--- src/core/dmac_pkg.sv ---
// Constants and types for the five-channel DMA arm and trigger control block
package dmac_pkg;
  localparam int NUM_CH = 5;
  localparam logic [7:0] ARM_ADDR = 8'hd6;
  localparam logic [7:0] REQ_ADDR = 8'hd7;
  localparam logic [7:0] FLAG_ADDR = 8'hd1;
  localparam int ABORT_BIT = 7;
  localparam logic [4:0] CH_MASK = 5'h1f;
  localparam logic [7:0] SFR_RESET = 8'h00;
  localparam logic [1:0] PRIO_LOW = 2'h0;
  localparam logic [1:0] PRIO_NORMAL = 2'h1;
  localparam logic [1:0] PRIO_HIGH = 2'h2;
  localparam logic [2:0] VARIABLE_LENGTH_MODE_FIXED = 3'h0;
  localparam logic [2:0] VARIABLE_LENGTH_MODE_RSVD = 3'h7;
  localparam logic [4:0] TRIGGER_SELECT_NONE = 5'h00;
  localparam logic [4:0] TRIGGER_SELECT_PREV = 5'h01;
  localparam logic [7:0] LEN7_MASK = 8'h7f;
  // Bus activity tracker state, one tracker shared by all channels
  typedef enum logic [1:0] {
    DMAC_IDLE = 2'b00,
    DMAC_BUSY = 2'b01,
    DMAC_DONE = 2'b11
  } dmac_state_t;
endpackage : dmac_pkg

--- src/core/dmac_len_reg.sv ---
// Per-channel captured length registers with registered read data
`timescale 1ns/1ps
`default_nettype none
module dmac_len_reg (
  input wire logic ref_clk_in, // System clock
  input wire logic reset_n_in, // Async reset, active low
  input wire logic wr_en_in, // Write strobe
  input wire logic [2:0] wr_ch_in, // Channel written
  input wire logic [7:0] wr_data_in, // Length value
  input wire logic [2:0] rd_ch_in, // Channel read
  output logic [7:0] rd_data_out // Registered read data
);
  logic [7:0] mem_r [dmac_pkg::NUM_CH];

  genvar g;
  generate
    for (g = 0; g < dmac_pkg::NUM_CH; g++) begin : g_ent
      always_ff @(posedge ref_clk_in or negedge reset_n_in) begin
        if (!reset_n_in) begin
          mem_r[g] <= 8'h00;
        end else if (wr_en_in && (wr_ch_in == 3'(g))) begin
          mem_r[g] <= wr_data_in;
        end
      end
    end
  endgenerate

  always_ff @(posedge ref_clk_in or negedge reset_n_in) begin
    if (!reset_n_in) begin
      rd_data_out <= 8'h00;
    end else if (rd_ch_in < 3'(dmac_pkg::NUM_CH)) begin
      rd_data_out <= mem_r[rd_ch_in];
    end else begin
      rd_data_out <= 8'h00;
    end
  end
endmodule : dmac_len_reg
`default_nettype wire

--- src/core/dmac_ctrl.sv ---
// Arm, abort, manual trigger, arbitration and done-flag control for five DMA channels
`timescale 1ns/1ps
`default_nettype none
module dmac_ctrl (
  input wire logic ref_clk_in, // System clock, 100 MHz
  input wire logic reset_n_in, // Async reset, active low
  input wire logic sfr_wr_in, // SFR write strobe
  input wire logic sfr_rd_in, // SFR read strobe
  input wire logic [7:0] sfr_addr_in, // SFR address
  input wire logic [7:0] sfr_wdata_in, // SFR write data
  output logic [7:0] sfr_rdata_out, // SFR read data, registered
  input wire logic [4:0] channel_irq_enable_in, // Per-channel interrupt enable
  input wire logic [4:0] length_seven_bit_select_in, // Per-channel 7-bit length select
  input wire logic [9:0] priority_in, // Two priority bits per channel
  input wire logic [14:0] variable_length_mode_in, // Three bits per channel
  input wire logic [4:0] transfer_word_size_in, // Per-channel word transfers
  input wire logic [4:0] repeat_mode_in, // Per-channel repeated mode
  input wire logic [24:0] trigger_select_in, // Five bits per channel
  input wire logic [4:0] periph_trigger_in, // Per-channel selected peripheral trigger pulse
  input wire logic cpu_mem_req_in, // CPU competes for memory this cycle
  input wire logic [4:0] count_reached_in, // Engine reports count reached, pulse
  input wire logic [2:0] len_ch_in, // Channel whose first source byte arrives
  input wire logic len_load_in, // First source byte valid, pulse
  input wire logic [7:0] len_byte_in, // First source byte
  output logic [4:0] channel_arm_bit_out, // Arm bits
  output logic [4:0] grant_out, // One-hot memory grant, pulse
  output logic cpu_stall_out, // CPU held off this cycle
  output logic [4:0] abort_out, // Abort pulse per channel
  output logic [4:0] irq_req_out, // Interrupt request pulse per channel
  output logic [4:0] channel_done_flag_out, // Sticky done flags
  output logic [7:0] len_rdata_out // Captured length of channel len_ch_in
);
  logic [4:0] arm_r;
  logic [4:0] req_r;
  logic [4:0] pend_r;
  logic [4:0] flag_r;
  logic [4:0] grant_r;
  logic [4:0] fair_r;
  logic stall_r;
  logic [4:0] abort_r;
  logic [4:0] irq_r;
  logic [7:0] rdata_r;
  logic [4:0] grant_nxt;
  logic stall_nxt;
  logic [4:0] trigger_select_ev;
  logic [4:0] want;
  logic [4:0] abort_sel;
  logic [4:0] done_ev;
  logic arm_wr;
  logic req_wr;
  logic flag_wr;
  logic [7:0] len_val;
  dmac_pkg::dmac_state_t st_r;
  dmac_pkg::dmac_state_t st_nxt;

  assign arm_wr = sfr_wr_in && (sfr_addr_in == dmac_pkg::ARM_ADDR);
  assign req_wr = sfr_wr_in && (sfr_addr_in == dmac_pkg::REQ_ADDR);
  assign flag_wr = sfr_wr_in && (sfr_addr_in == dmac_pkg::FLAG_ADDR);
  assign abort_sel = (arm_wr && sfr_wdata_in[dmac_pkg::ABORT_BIT]) ?
                     (sfr_wdata_in[4:0] & dmac_pkg::CH_MASK) : 5'h00;
  assign done_ev = count_reached_in & arm_r & ~abort_sel;

  // ****************************************************************
  // Trigger sources
  // ****************************************************************
  genvar g;
  generate
    for (g = 0; g < dmac_pkg::NUM_CH; g++) begin : g_trigger_select
      logic [4:0] sel;
      assign sel = trigger_select_in[g*5 +: 5];
      if (g == 0) begin : g_first
        assign trigger_select_ev[g] = (sel == dmac_pkg::TRIGGER_SELECT_NONE) ? 1'b0 :
                            (sel == dmac_pkg::TRIGGER_SELECT_PREV) ? 1'b0 : periph_trigger_in[g];
      end else begin : g_rest
        assign trigger_select_ev[g] = (sel == dmac_pkg::TRIGGER_SELECT_NONE) ? 1'b0 :
                            (sel == dmac_pkg::TRIGGER_SELECT_PREV) ? done_ev[g-1] :
                            periph_trigger_in[g];
      end
    end
  endgenerate

  // Pending triggers plus manual requests; only armed channels compete
  assign want = (pend_r | req_r) & arm_r & ~abort_sel;

  // ****************************************************************
  // Arbitration
  // ****************************************************************
  // Lowest channel number wins among channels; CPU contest decided per priority
  always_comb begin
    grant_nxt = 5'h00;
    stall_nxt = 1'b0;
    for (int i = dmac_pkg::NUM_CH - 1; i >= 0; i--) begin
      if (want[i]) begin
        grant_nxt = 5'h00;
        grant_nxt[i] = 1'b1;
      end
    end
    for (int i = 0; i < dmac_pkg::NUM_CH; i++) begin
      if (grant_nxt[i] && cpu_mem_req_in) begin
        unique case (priority_in[i*2 +: 2])
          dmac_pkg::PRIO_LOW: grant_nxt[i] = 1'b0;
          dmac_pkg::PRIO_NORMAL: begin
            if (!fair_r[i]) begin
              grant_nxt[i] = 1'b0;
            end else begin
              stall_nxt = 1'b1;
            end
          end
          dmac_pkg::PRIO_HIGH: stall_nxt = 1'b1;
          default: grant_nxt[i] = 1'b0; // Reserved code behaves as low
        endcase
      end
    end
  end

  // Fairness toggle: after losing once to the CPU, the next contest goes to DMA
  always_ff @(posedge ref_clk_in or negedge reset_n_in) begin
    if (!reset_n_in) begin
      fair_r <= 5'h00;
    end else begin
      for (int i = 0; i < dmac_pkg::NUM_CH; i++) begin
        if (want[i] && cpu_mem_req_in && priority_in[i*2 +: 2] == dmac_pkg::PRIO_NORMAL) begin
          fair_r[i] <= ~grant_nxt[i];
        end
      end
    end
  end

  always_ff @(posedge ref_clk_in or negedge reset_n_in) begin
    if (!reset_n_in) begin
      grant_r <= 5'h00;
      stall_r <= 1'b0;
    end else begin
      grant_r <= grant_nxt;
      stall_r <= stall_nxt;
    end
  end

  // ****************************************************************
  // Pending hardware triggers
  // ****************************************************************
  always_ff @(posedge ref_clk_in or negedge reset_n_in) begin
    if (!reset_n_in) begin
      pend_r <= 5'h00;
    end else begin
      pend_r <= ((pend_r & ~grant_nxt) | trigger_select_ev) & ~abort_sel;
    end
  end

  // ****************************************************************
  // Arm register
  // ****************************************************************
  always_ff @(posedge ref_clk_in or negedge reset_n_in) begin
    if (!reset_n_in) begin
      arm_r <= 5'h00;
    end else if (|abort_sel) begin
      arm_r <= arm_r & ~abort_sel;
    end else if (arm_wr) begin
      arm_r <= sfr_wdata_in[4:0] & dmac_pkg::CH_MASK;
    end else begin
      arm_r <= arm_r & ~(done_ev & ~repeat_mode_in);
    end
  end

  // ****************************************************************
  // Manual trigger register
  // ****************************************************************
  // Grant clear beats a simultaneous set of the same bit: the grant consumes it
  always_ff @(posedge ref_clk_in or negedge reset_n_in) begin
    if (!reset_n_in) begin
      req_r <= 5'h00;
    end else begin
      req_r <= ((req_r | (req_wr ? sfr_wdata_in[4:0] : 5'h00))
                & ~grant_nxt & ~abort_sel);
    end
  end

  // ****************************************************************
  // Done flags and interrupt requests
  // ****************************************************************
  always_ff @(posedge ref_clk_in or negedge reset_n_in) begin
    if (!reset_n_in) begin
      flag_r <= 5'h00;
    end else begin
      flag_r <= ((flag_wr ? (flag_r & sfr_wdata_in[4:0]) : flag_r) | done_ev);
    end
  end

  always_ff @(posedge ref_clk_in or negedge reset_n_in) begin
    if (!reset_n_in) begin
      irq_r <= 5'h00;
      abort_r <= 5'h00;
    end else begin
      irq_r <= done_ev & channel_irq_enable_in;
      abort_r <= abort_sel;
    end
  end

  // ****************************************************************
  // Variable length capture
  // ****************************************************************
  always_comb begin
    len_val = len_byte_in;
    if (len_ch_in < 3'(dmac_pkg::NUM_CH)) begin
      if (variable_length_mode_in[len_ch_in*3 +: 3] != dmac_pkg::VARIABLE_LENGTH_MODE_FIXED &&
          variable_length_mode_in[len_ch_in*3 +: 3] != dmac_pkg::VARIABLE_LENGTH_MODE_RSVD &&
          !transfer_word_size_in[len_ch_in] && length_seven_bit_select_in[len_ch_in]) begin
        len_val = len_byte_in & dmac_pkg::LEN7_MASK;
      end
    end
  end

  dmac_len_reg u_len (
    .ref_clk_in(ref_clk_in),
    .reset_n_in(reset_n_in),
    .wr_en_in(len_load_in),
    .wr_ch_in(len_ch_in),
    .wr_data_in(len_val),
    .rd_ch_in(len_ch_in),
    .rd_data_out(len_rdata_out)
  );

  // ****************************************************************
  // Bus activity tracker
  // ****************************************************************
  always_comb begin
    unique case (st_r)
      dmac_pkg::DMAC_IDLE: st_nxt = (|grant_nxt) ? dmac_pkg::DMAC_BUSY : dmac_pkg::DMAC_IDLE;
      dmac_pkg::DMAC_BUSY: st_nxt = (|done_ev) ? dmac_pkg::DMAC_DONE :
                                    (|grant_nxt) ? dmac_pkg::DMAC_BUSY : dmac_pkg::DMAC_IDLE;
      dmac_pkg::DMAC_DONE: st_nxt = dmac_pkg::DMAC_IDLE;
      default: st_nxt = dmac_pkg::DMAC_IDLE;
    endcase
  end

  always_ff @(posedge ref_clk_in or negedge reset_n_in) begin
    if (!reset_n_in) begin
      st_r <= dmac_pkg::DMAC_IDLE;
    end else begin
      st_r <= st_nxt;
    end
  end

  // ****************************************************************
  // Register read
  // ****************************************************************
  always_ff @(posedge ref_clk_in or negedge reset_n_in) begin
    if (!reset_n_in) begin
      rdata_r <= dmac_pkg::SFR_RESET;
    end else if (sfr_rd_in) begin
      unique case (sfr_addr_in)
        dmac_pkg::ARM_ADDR: rdata_r <= {3'h0, arm_r};
        dmac_pkg::REQ_ADDR: rdata_r <= {3'h0, req_r};
        dmac_pkg::FLAG_ADDR: rdata_r <= {3'h0, flag_r};
        default: rdata_r <= 8'h00;
      endcase
    end
  end

  assign sfr_rdata_out = rdata_r;
  assign channel_arm_bit_out = arm_r;
  assign grant_out = grant_r;
  assign cpu_stall_out = stall_r;
  assign abort_out = abort_r;
  assign irq_req_out = irq_r;
  assign channel_done_flag_out = flag_r;
endmodule : dmac_ctrl
`default_nettype wire

--- config.mk ---
export PLATFORM = sky130hd
export DESIGN_NAME = dmac_ctrl
export DESIGN_NICKNAME = d
export VERILOG_FILES = /design/src/core/dmac_pkg.sv /design/src/core/dmac_len_reg.sv /design/src/core/dmac_ctrl.sv
export SDC_FILE = /design/constraint.sdc
export NUM_CORES = 1
export LEC_CHECK = 0
export ABC_AREA = 1
export BUFFER_PORTS_ARGS = -buffer_cell sky130_fd_sc_hd__buf_2
export CAP_MARGIN = 20
export CORE_MARGIN = 1.5
export CORE_UTILIZATION = 55
export DETAILED_ROUTE_END_ITERATION = 12
export PLACE_DENSITY_LB_ADDON = 0.25
export SLEW_MARGIN = 10
export SYNTH_ARGS = -nofsm -noshare
export SYNTH_HDL_FRONTEND = slang
export SYNTH_SLANG_ARGS = --single-unit
export TNS_END_PERCENT = 20
--- constraint.sdc ---
create_clock -name ref_clk_in -period 3.1 [get_ports ref_clk_in]
set_clock_uncertainty 0.05 [all_clocks]
set_input_delay 0.31 -clock ref_clk_in [delete_from_list [all_inputs] [get_ports ref_clk_in]]
set_output_delay 0.31 -clock ref_clk_in [all_outputs]
set_load 0.01 [all_outputs]
# ---- Word level (Yosys, flattened, before mapping)
# Index checks and enable logic that the tools add are counted.
# Widths: inputs -> output; s select.
dict set report word_totals {
  output_inout_bits 42
  word_cells 172
  inputBits 113
  reg_bits 97
}
dict set report op_classes {
  magnitude_cmp 3
  n_bitwise 27
  muxes 61
  multipliers 1
  shift 1
  n_reduce_logical 36
  eq_ne 23
}
# operator count
set op_table {}
lappend op_table {{$and 5x5->5} 13}
lappend op_table {{$mux 5} 10}
lappend op_table {{$mux 8} 5}
lappend op_table {{$mux 1} 32}
lappend op_table {{$logic_and 1x1->1} 27}
lappend op_table {{$eq 5x1->1 const B} 5}
lappend op_table {{$logic_not 5->1} 5}
lappend op_table {{$bmux 8 s3} 1}
lappend op_table {{$eq 8x8->1 const B} 3}
lappend op_table {{$not 5->5} 4}
lappend op_table {{$or 5x5->5} 4}
lappend op_table {{$pmux 1 s2} 10}
lappend op_table {{$pmux 5 s3} 1}
lappend op_table {{$shiftx 15x6->3} 1}
lappend op_table {{$eq 2x1->1 const B} 5}
lappend op_table {{$eq 2x2->1 const B} 5}
lappend op_table {{$bmux 1 s3} 2}
lappend op_table {{$eq 3x2->1 const B} 2}
lappend op_table {{$mul 3x2->5 const B} 1}
lappend op_table {{$not 1->1} 5}
lappend op_table {{$reduce_or 5->1} 1}
lappend op_table {{$ge 4x4->1 const B} 1}
lappend op_table {{$lt 3x4->1 const B} 1}
lappend op_table {{$not 3->4} 1}
lappend op_table {{7 further kinds} 7}

# ---- Logic depth before layout (Yosys ltp)
dict set report logic_depth {
  depth_word 25
  depth_mapped 13
  mapped_depth_nobuf 12
}

# ---- Modules after synthesis
# From an unflattened synthesis, not the netlist that was laid out.
dict set report hier_totals {
  hier_cells 668
  area_unflattened_um2 5136.2
}
# module instances cells_per_inst area_per_inst_um2 seq_area_each_um2
set by_module_without_submodules {}
lappend by_module_without_submodules {dmac_ctrl 1 399 2841.5 1151.1}
lappend by_module_without_submodules {dmac_len_reg 1 269 2294.7 1201.2}

# ---- Least setup slack after synthesis
# Ideal clock, no wire load.
dict set report synth_timing {
  kind {input port to flip-flop}
  from {in sfr_addr_in[4]}
  to {reg fair_r[3]}
  setup_time_ps 126
  setup_slack_ps 1531
  t_arrival_ps 1394
  path_buffers 1
  required_time_ps 2924
  stages 12
  cell_sequence {inv_1 nor2_1 nand2_1 nor2_2 buf_6 nand4_4 nand2_2 nand2_4 nor2_8 nand3_2 nand2_1 o21ai_1}
}
dict set report synth_between {
  elab_chain_len 14
  word_cells_on_any_way 17
  cone_classes {1 x eq/ne; 8 x mux; 3 x bitwise; 5 x reduce/logical}
}
# item line_no
set synth_rtl {}
lappend synth_rtl {{from (decl)} dmac_ctrl.sv:9} ;# input wire logic [7:0] sfr_addr_in,
lappend synth_rtl {{$eq 8x8->1 *} dmac_ctrl.sv:56} ;# assign arm_wr = sfr_wr_in && (sfr_addr_in == dmac_pkg::ARM_ADDR);
lappend synth_rtl {{$logic_and 1x1->1 *} dmac_ctrl.sv:56}
lappend synth_rtl {{$logic_and 1x1->1 *} dmac_ctrl.sv:59} ;# assign abort_sel = (arm_wr && sfr_wdata_in[dmac_pkg::ABORT_BIT]) ?
lappend synth_rtl {{$mux 5 *} dmac_ctrl.sv:59}
lappend synth_rtl {{$not 5->5 *} dmac_ctrl.sv:83} ;# assign want = (pend_r | req_r) & arm_r & ~abort_sel;
lappend synth_rtl {{$and 5x5->5 *} dmac_ctrl.sv:83}
lappend synth_rtl {{$mux 5 (4 in series)} dmac_ctrl.sv:93} ;# if (want[i]) begin
lappend synth_rtl {{$mux 1} dmac_ctrl.sv:103} ;# if (!fair_r[i]) begin
lappend synth_rtl {{$pmux 1 s2} dmac_ctrl.sv:100} ;# unique case (priority_in[i*2 +: 2])
lappend synth_rtl {{$mux 1} dmac_ctrl.sv:99} ;# if (grant_nxt[i] && cpu_mem_req_in) begin
lappend synth_rtl {{$not 1->1} dmac_ctrl.sv:123} ;# fair_r[i] <= ~grant_nxt[i];
lappend synth_rtl {{to (signal, indexed assignment)} dmac_ctrl.sv:123}
lappend synth_rtl {{to (decl)} dmac_ctrl.sv:38} ;# logic [4:0] fair_r;
# Mark *: on every way between the ends. The rest lies on a longest branch, timed or not.
# A chain may end at the register's enable or synchronous reset.

# ---- Worst setup path in the final report
dict set report layout_timing {
  from {in sfr_addr_in[5]}
  to {reg arm_r[3] (netlist: channel_arm_bit_out[3])}
}
dict set report layout_between {
  elab_chain_len 11
  word_cells_on_any_way 13
  cone_classes {1 x eq/ne; 3 x mux; 6 x bitwise; 3 x reduce/logical}
}
# item line_no
set layout_rtl {}
lappend layout_rtl {{$eq 8x8->1 *} dmac_ctrl.sv:56}
lappend layout_rtl {{$logic_and 1x1->1 *} dmac_ctrl.sv:56}
lappend layout_rtl {{$logic_and 1x1->1} dmac_ctrl.sv:59}
lappend layout_rtl {{$mux 5} dmac_ctrl.sv:59}
lappend layout_rtl {{$not 5->5} {dmac_ctrl.sv:61, dmac_ctrl.sv:157}}
lappend layout_rtl {{$and 5x5->5} dmac_ctrl.sv:61} ;# assign done_ev = count_reached_in & arm_r & ~abort_sel;
lappend layout_rtl {{$and 5x5->5} dmac_ctrl.sv:161} ;# arm_r <= arm_r & ~(done_ev & ~repeat_mode_in);
lappend layout_rtl {{$not 5->5} dmac_ctrl.sv:161}
lappend layout_rtl {{$and 5x5->5} dmac_ctrl.sv:161}
lappend layout_rtl {{$mux 5} dmac_ctrl.sv:158} ;# end else if (arm_wr) begin
lappend layout_rtl {{$mux 5 *} dmac_ctrl.sv:156} ;# end else if (|abort_sel) begin
lappend layout_rtl {{to (signal assigned)} dmac_ctrl.sv:157} ;# arm_r <= arm_r & ~abort_sel;
lappend layout_rtl {{to (signal assigned)} dmac_ctrl.sv:159} ;# arm_r <= sfr_wdata_in[4:0] & dmac_pkg::CH_MASK;
lappend layout_rtl {{to (signal assigned)} dmac_ctrl.sv:161}
lappend layout_rtl {{to (decl)} dmac_ctrl.sv:33} ;# logic [4:0] arm_r;
# Marks and branches as above.

==> results.txt <==
yosys warns - 0
# diodes - 0
PD cells - 471 nW/um^2
post-synthesis sequential area ratio - 48.2%
crit end category - flop
fin crit period - 1760 ps
multiplexer share of the synthesized area - 0.692%
Critical-path top delay cell - nor2_2
slew margin rel. - 55.9%
setup TNS - 0 ps
largest net degree at the start of global routing - 51
first-pass GRT wire length - 20300 microns
number of fill cells - 767
number of buffers created by CTS - 9
Synth cell types - 37
Crit. path cell count - 12
Initial Util - 56.3%
DR pass1 iterations - 4
Clock Latency Late Sink - 360 ps
Compound-Gate Fraction of Synth Area - 10.1%
DR WL/cell - 13.7 microns
post-CTS sizing - 0
combinational family with the most area after synthesis - simple AND/OR/NAND/NOR gates
DP Wirelength - 9120 microns
slowest stage delay, CP - 300 ps
WP data arrival - 1970 ps
crit path buf inv count - 4
DIE WIDTH - 97.2 microns
total global routing overflow - 0
maximum fanout along the worst path - 7
first-iteration detailed-routing DRC count - 152
Final Setup Violations - 0
routability congestion estimate - 0.870
final hold vios - 0
startpoint types - input pin
Reg clk slew, reported paths - 100 ps
crit path kind - in -> reg
Setup Buffers After CTS - 0
WHS Path Cells - 3
required time of the critical path - 3310 ps
Placed Cells incl. Taps - 860
die extent in y - 97.2 microns
post-synthesis register bit count - 94
initial antenna violation count - 0
DR DRC count - 0
Non-Filler Instances - 877
Clock Power Share - 27.9%
simple-gate share of the synthesized area - 29.8%
nets - 887
Seq pwr share - 53.7%
combinational power share - 18.4%
Ports - 155
Detailed Route WL - 12000 microns
adder-cell share of the synthesized area - 2.56%
share of cells above drive strength 1 - 25.4%
f_max - 568 MHz
standard-cell row count - 34
Leak - 3.44 nW
FF+latch area - 2350 sq um
number of global-route vias before repair - 4599
Max Slew Vio Count - 0
Multi-input gate area - 2120 sq um
Psw - 0.000868 W
xor/xnor cell area share of the yosys netlist - 0%
Core Area - 8680 sq um
clk sinks - 94
RSZ-0062 raised after global routing - no
post-synthesis cell area - 4880 sq um
Via density - 5.25
Reg2Reg Depth - 7
H-tree depth - 3
outcome - finished clean
worst hold path type - in -> reg
CTS tree - built
Net Sw Frac - 31.1%
area growth from synthesis to layout - 21.1%
maximum clock insertion buffer count - 2
CP top delay family - simple AND/OR/NAND/NOR gates
CTS root buf - clkbuf_8
critical path, cell by cell - buf_2, nor2_1, nand2_1, nor2_2, buf_4, nand2_4, inv_2, o211ai_1, nand3_2, inv_1, nand2_1, nand2_1
Crit path top cell by count - nand2_1
worst vdd ir - 0.000224 V
GRT Util Overall - 26.2%
Avg Cell Area, Syn - 7.95 sq um
via count - 4608
PortBufs - 148
Worst-Margin Slew - 660 ps
internal power - 0.00192 W
Max Cap Violations - 0
Mapped Cells - 614
Tcrit/Tclk final - 56.8%
Die ar. - 9450 sq um
Antenna Nets Post-Route - 0
placed cells by master (no fill, tap or decap), types with 7 or more instances in the layout:
cell	n
a21oi_1	13
a22o_1	8
buf_2	147
buf_4	7
clkbuf_8	9
dfrtp_1	94
ha_1	10
inv_1	82
nand2_1	198
nand3_1	42
nand4_1	12
nor2_1	29
o21a_1	7
o21ai_0	54
area by class of cell:
type	count	share of cell area, %
timing repair buffer	155	13.5
inverter	86	5.46
clock buffer	9	2.10
clock inverter	7	1.04
multi-input combinational	418	35.8
sequential	94	39.8
tap	108	2.29
sequential cells by signal, summed over array words and instances, names as in the netlist:
| register | cells |
|---|---|
| abort_out | 5 |
| u_len.rd_data_out | 8 |
| fair_r | 5 |
| grant_out | 5 |
| pend_r | 5 |
| u_len.mem_r | 40 |
| channel_done_flag_out | 5 |
| req_r | 5 |
| irq_req_out | 5 |
| channel_arm_bit_out | 5 |
| sfr_rdata_out | 5 |
| cpu_stall_out | 1 |
cell families (layout without fill, tap and decap cells):
kind of cell,Yosys count,after routing
multiplexers,3,3
adder cells (fa/ha/maj),10,10
other,1,3
flip-flops,94,94
AND/OR/NAND/NOR,315,315
buffers and inverters,104,257
AO/OA/AOI/OAI,87,87
per-stage QoR:
step / worst slack, ps / util, % / hold WS, ps / area, sq um / total power (W)
3_5_place_dp: 970 / 65.9 / 323 / 5720 / 0.00203
6_report: 1340 / 68.1 / 93.7 / 5910 / 0.00279
2_1_floorplan: 1530 / - / -35.6 / 4890 / 0.00179
5_1_grt: 1230 / 68.1 / 99.7 / 5910 / 0.00295
4_1_cts: 1360 / 68.1 / 79.2 / 5910 / 0.00281
3_3_place_gp: 1040 / 65.9 / 315 / 5720 / 0.00201
worst paths after layout:
kind / start / end / slack [ps]
max: sfr_addr_in[5] / channel_arm_bit_out[3] / 1340
min: channel_irq_enable_in[4] / irq_req_out[4] / 90
max reg2reg: req_r[0] / pend_r[4] / 1650
min reg2reg: u_len.mem_r[15] / u_len.mem_r[15] / 440
max in group asynchronous: reset_n_in / sfr_rdata_out[4] / 1800
min in group asynchronous: reset_n_in / u_len.mem_r[4] / 450
power by group through the flow:
stage	registers (W)	logic (W)	clock network [W]
after floorplan	0.00152	0.000275	0
after global placement	0.00151	0.000493	0
after detailed placement	0.00152	0.000516	0
after CTS	0.00149	0.000518	0.000796
after global routing	0.00152	0.000586	0.000845
final	0.00150	0.000512	0.000778
cells in the mapped netlist (all sizes together):
master / instances / area, sq um
a21oi: 13 / 65.1
a22o: 8 / 70.1
buf: 10 / 66.3
clkbuf: 8 / 31.3
clkinv: 1 / 3.75
conb: 1 / 3.75
dfrtp: 94 / 2350
ha: 10 / 125
inv: 85 / 319
mux2: 3 / 33.8
nand2: 203 / 785
nand3: 45 / 240
nand3b: 4 / 30.0
nand4: 16 / 151
nor2: 33 / 148
nor3: 4 / 20.0
nor3b: 3 / 22.5
nor4: 5 / 46.3
o211ai: 1 / 7.51
o21a: 7 / 52.6
o21ai: 56 / 280
o32ai: 1 / 8.76
o41ai: 1 / 8.76
or2: 2 / 12.5
layer usage:
layer	track usage (%)	routed length, microns
met5	0	0
met4	12.3	370
met3	4.60	757
met2	46.2	6000
met1	31.0	4870
worst reg2reg max path: cells and delay by family, from the launching register on:
kind	cells	cell delay, ps
AO/OA/AOI/OAI	1	210
flip-flops	1	430
AND/OR/NAND/NOR	6	660
what timing repair did:
item                                    4_1_cts  5_1_grt
endpoints found under the hold margin        48        0
hold buffers                                  1        0
endpoints found under the setup margin        0        0
Power figures use the tool's default switching activity.
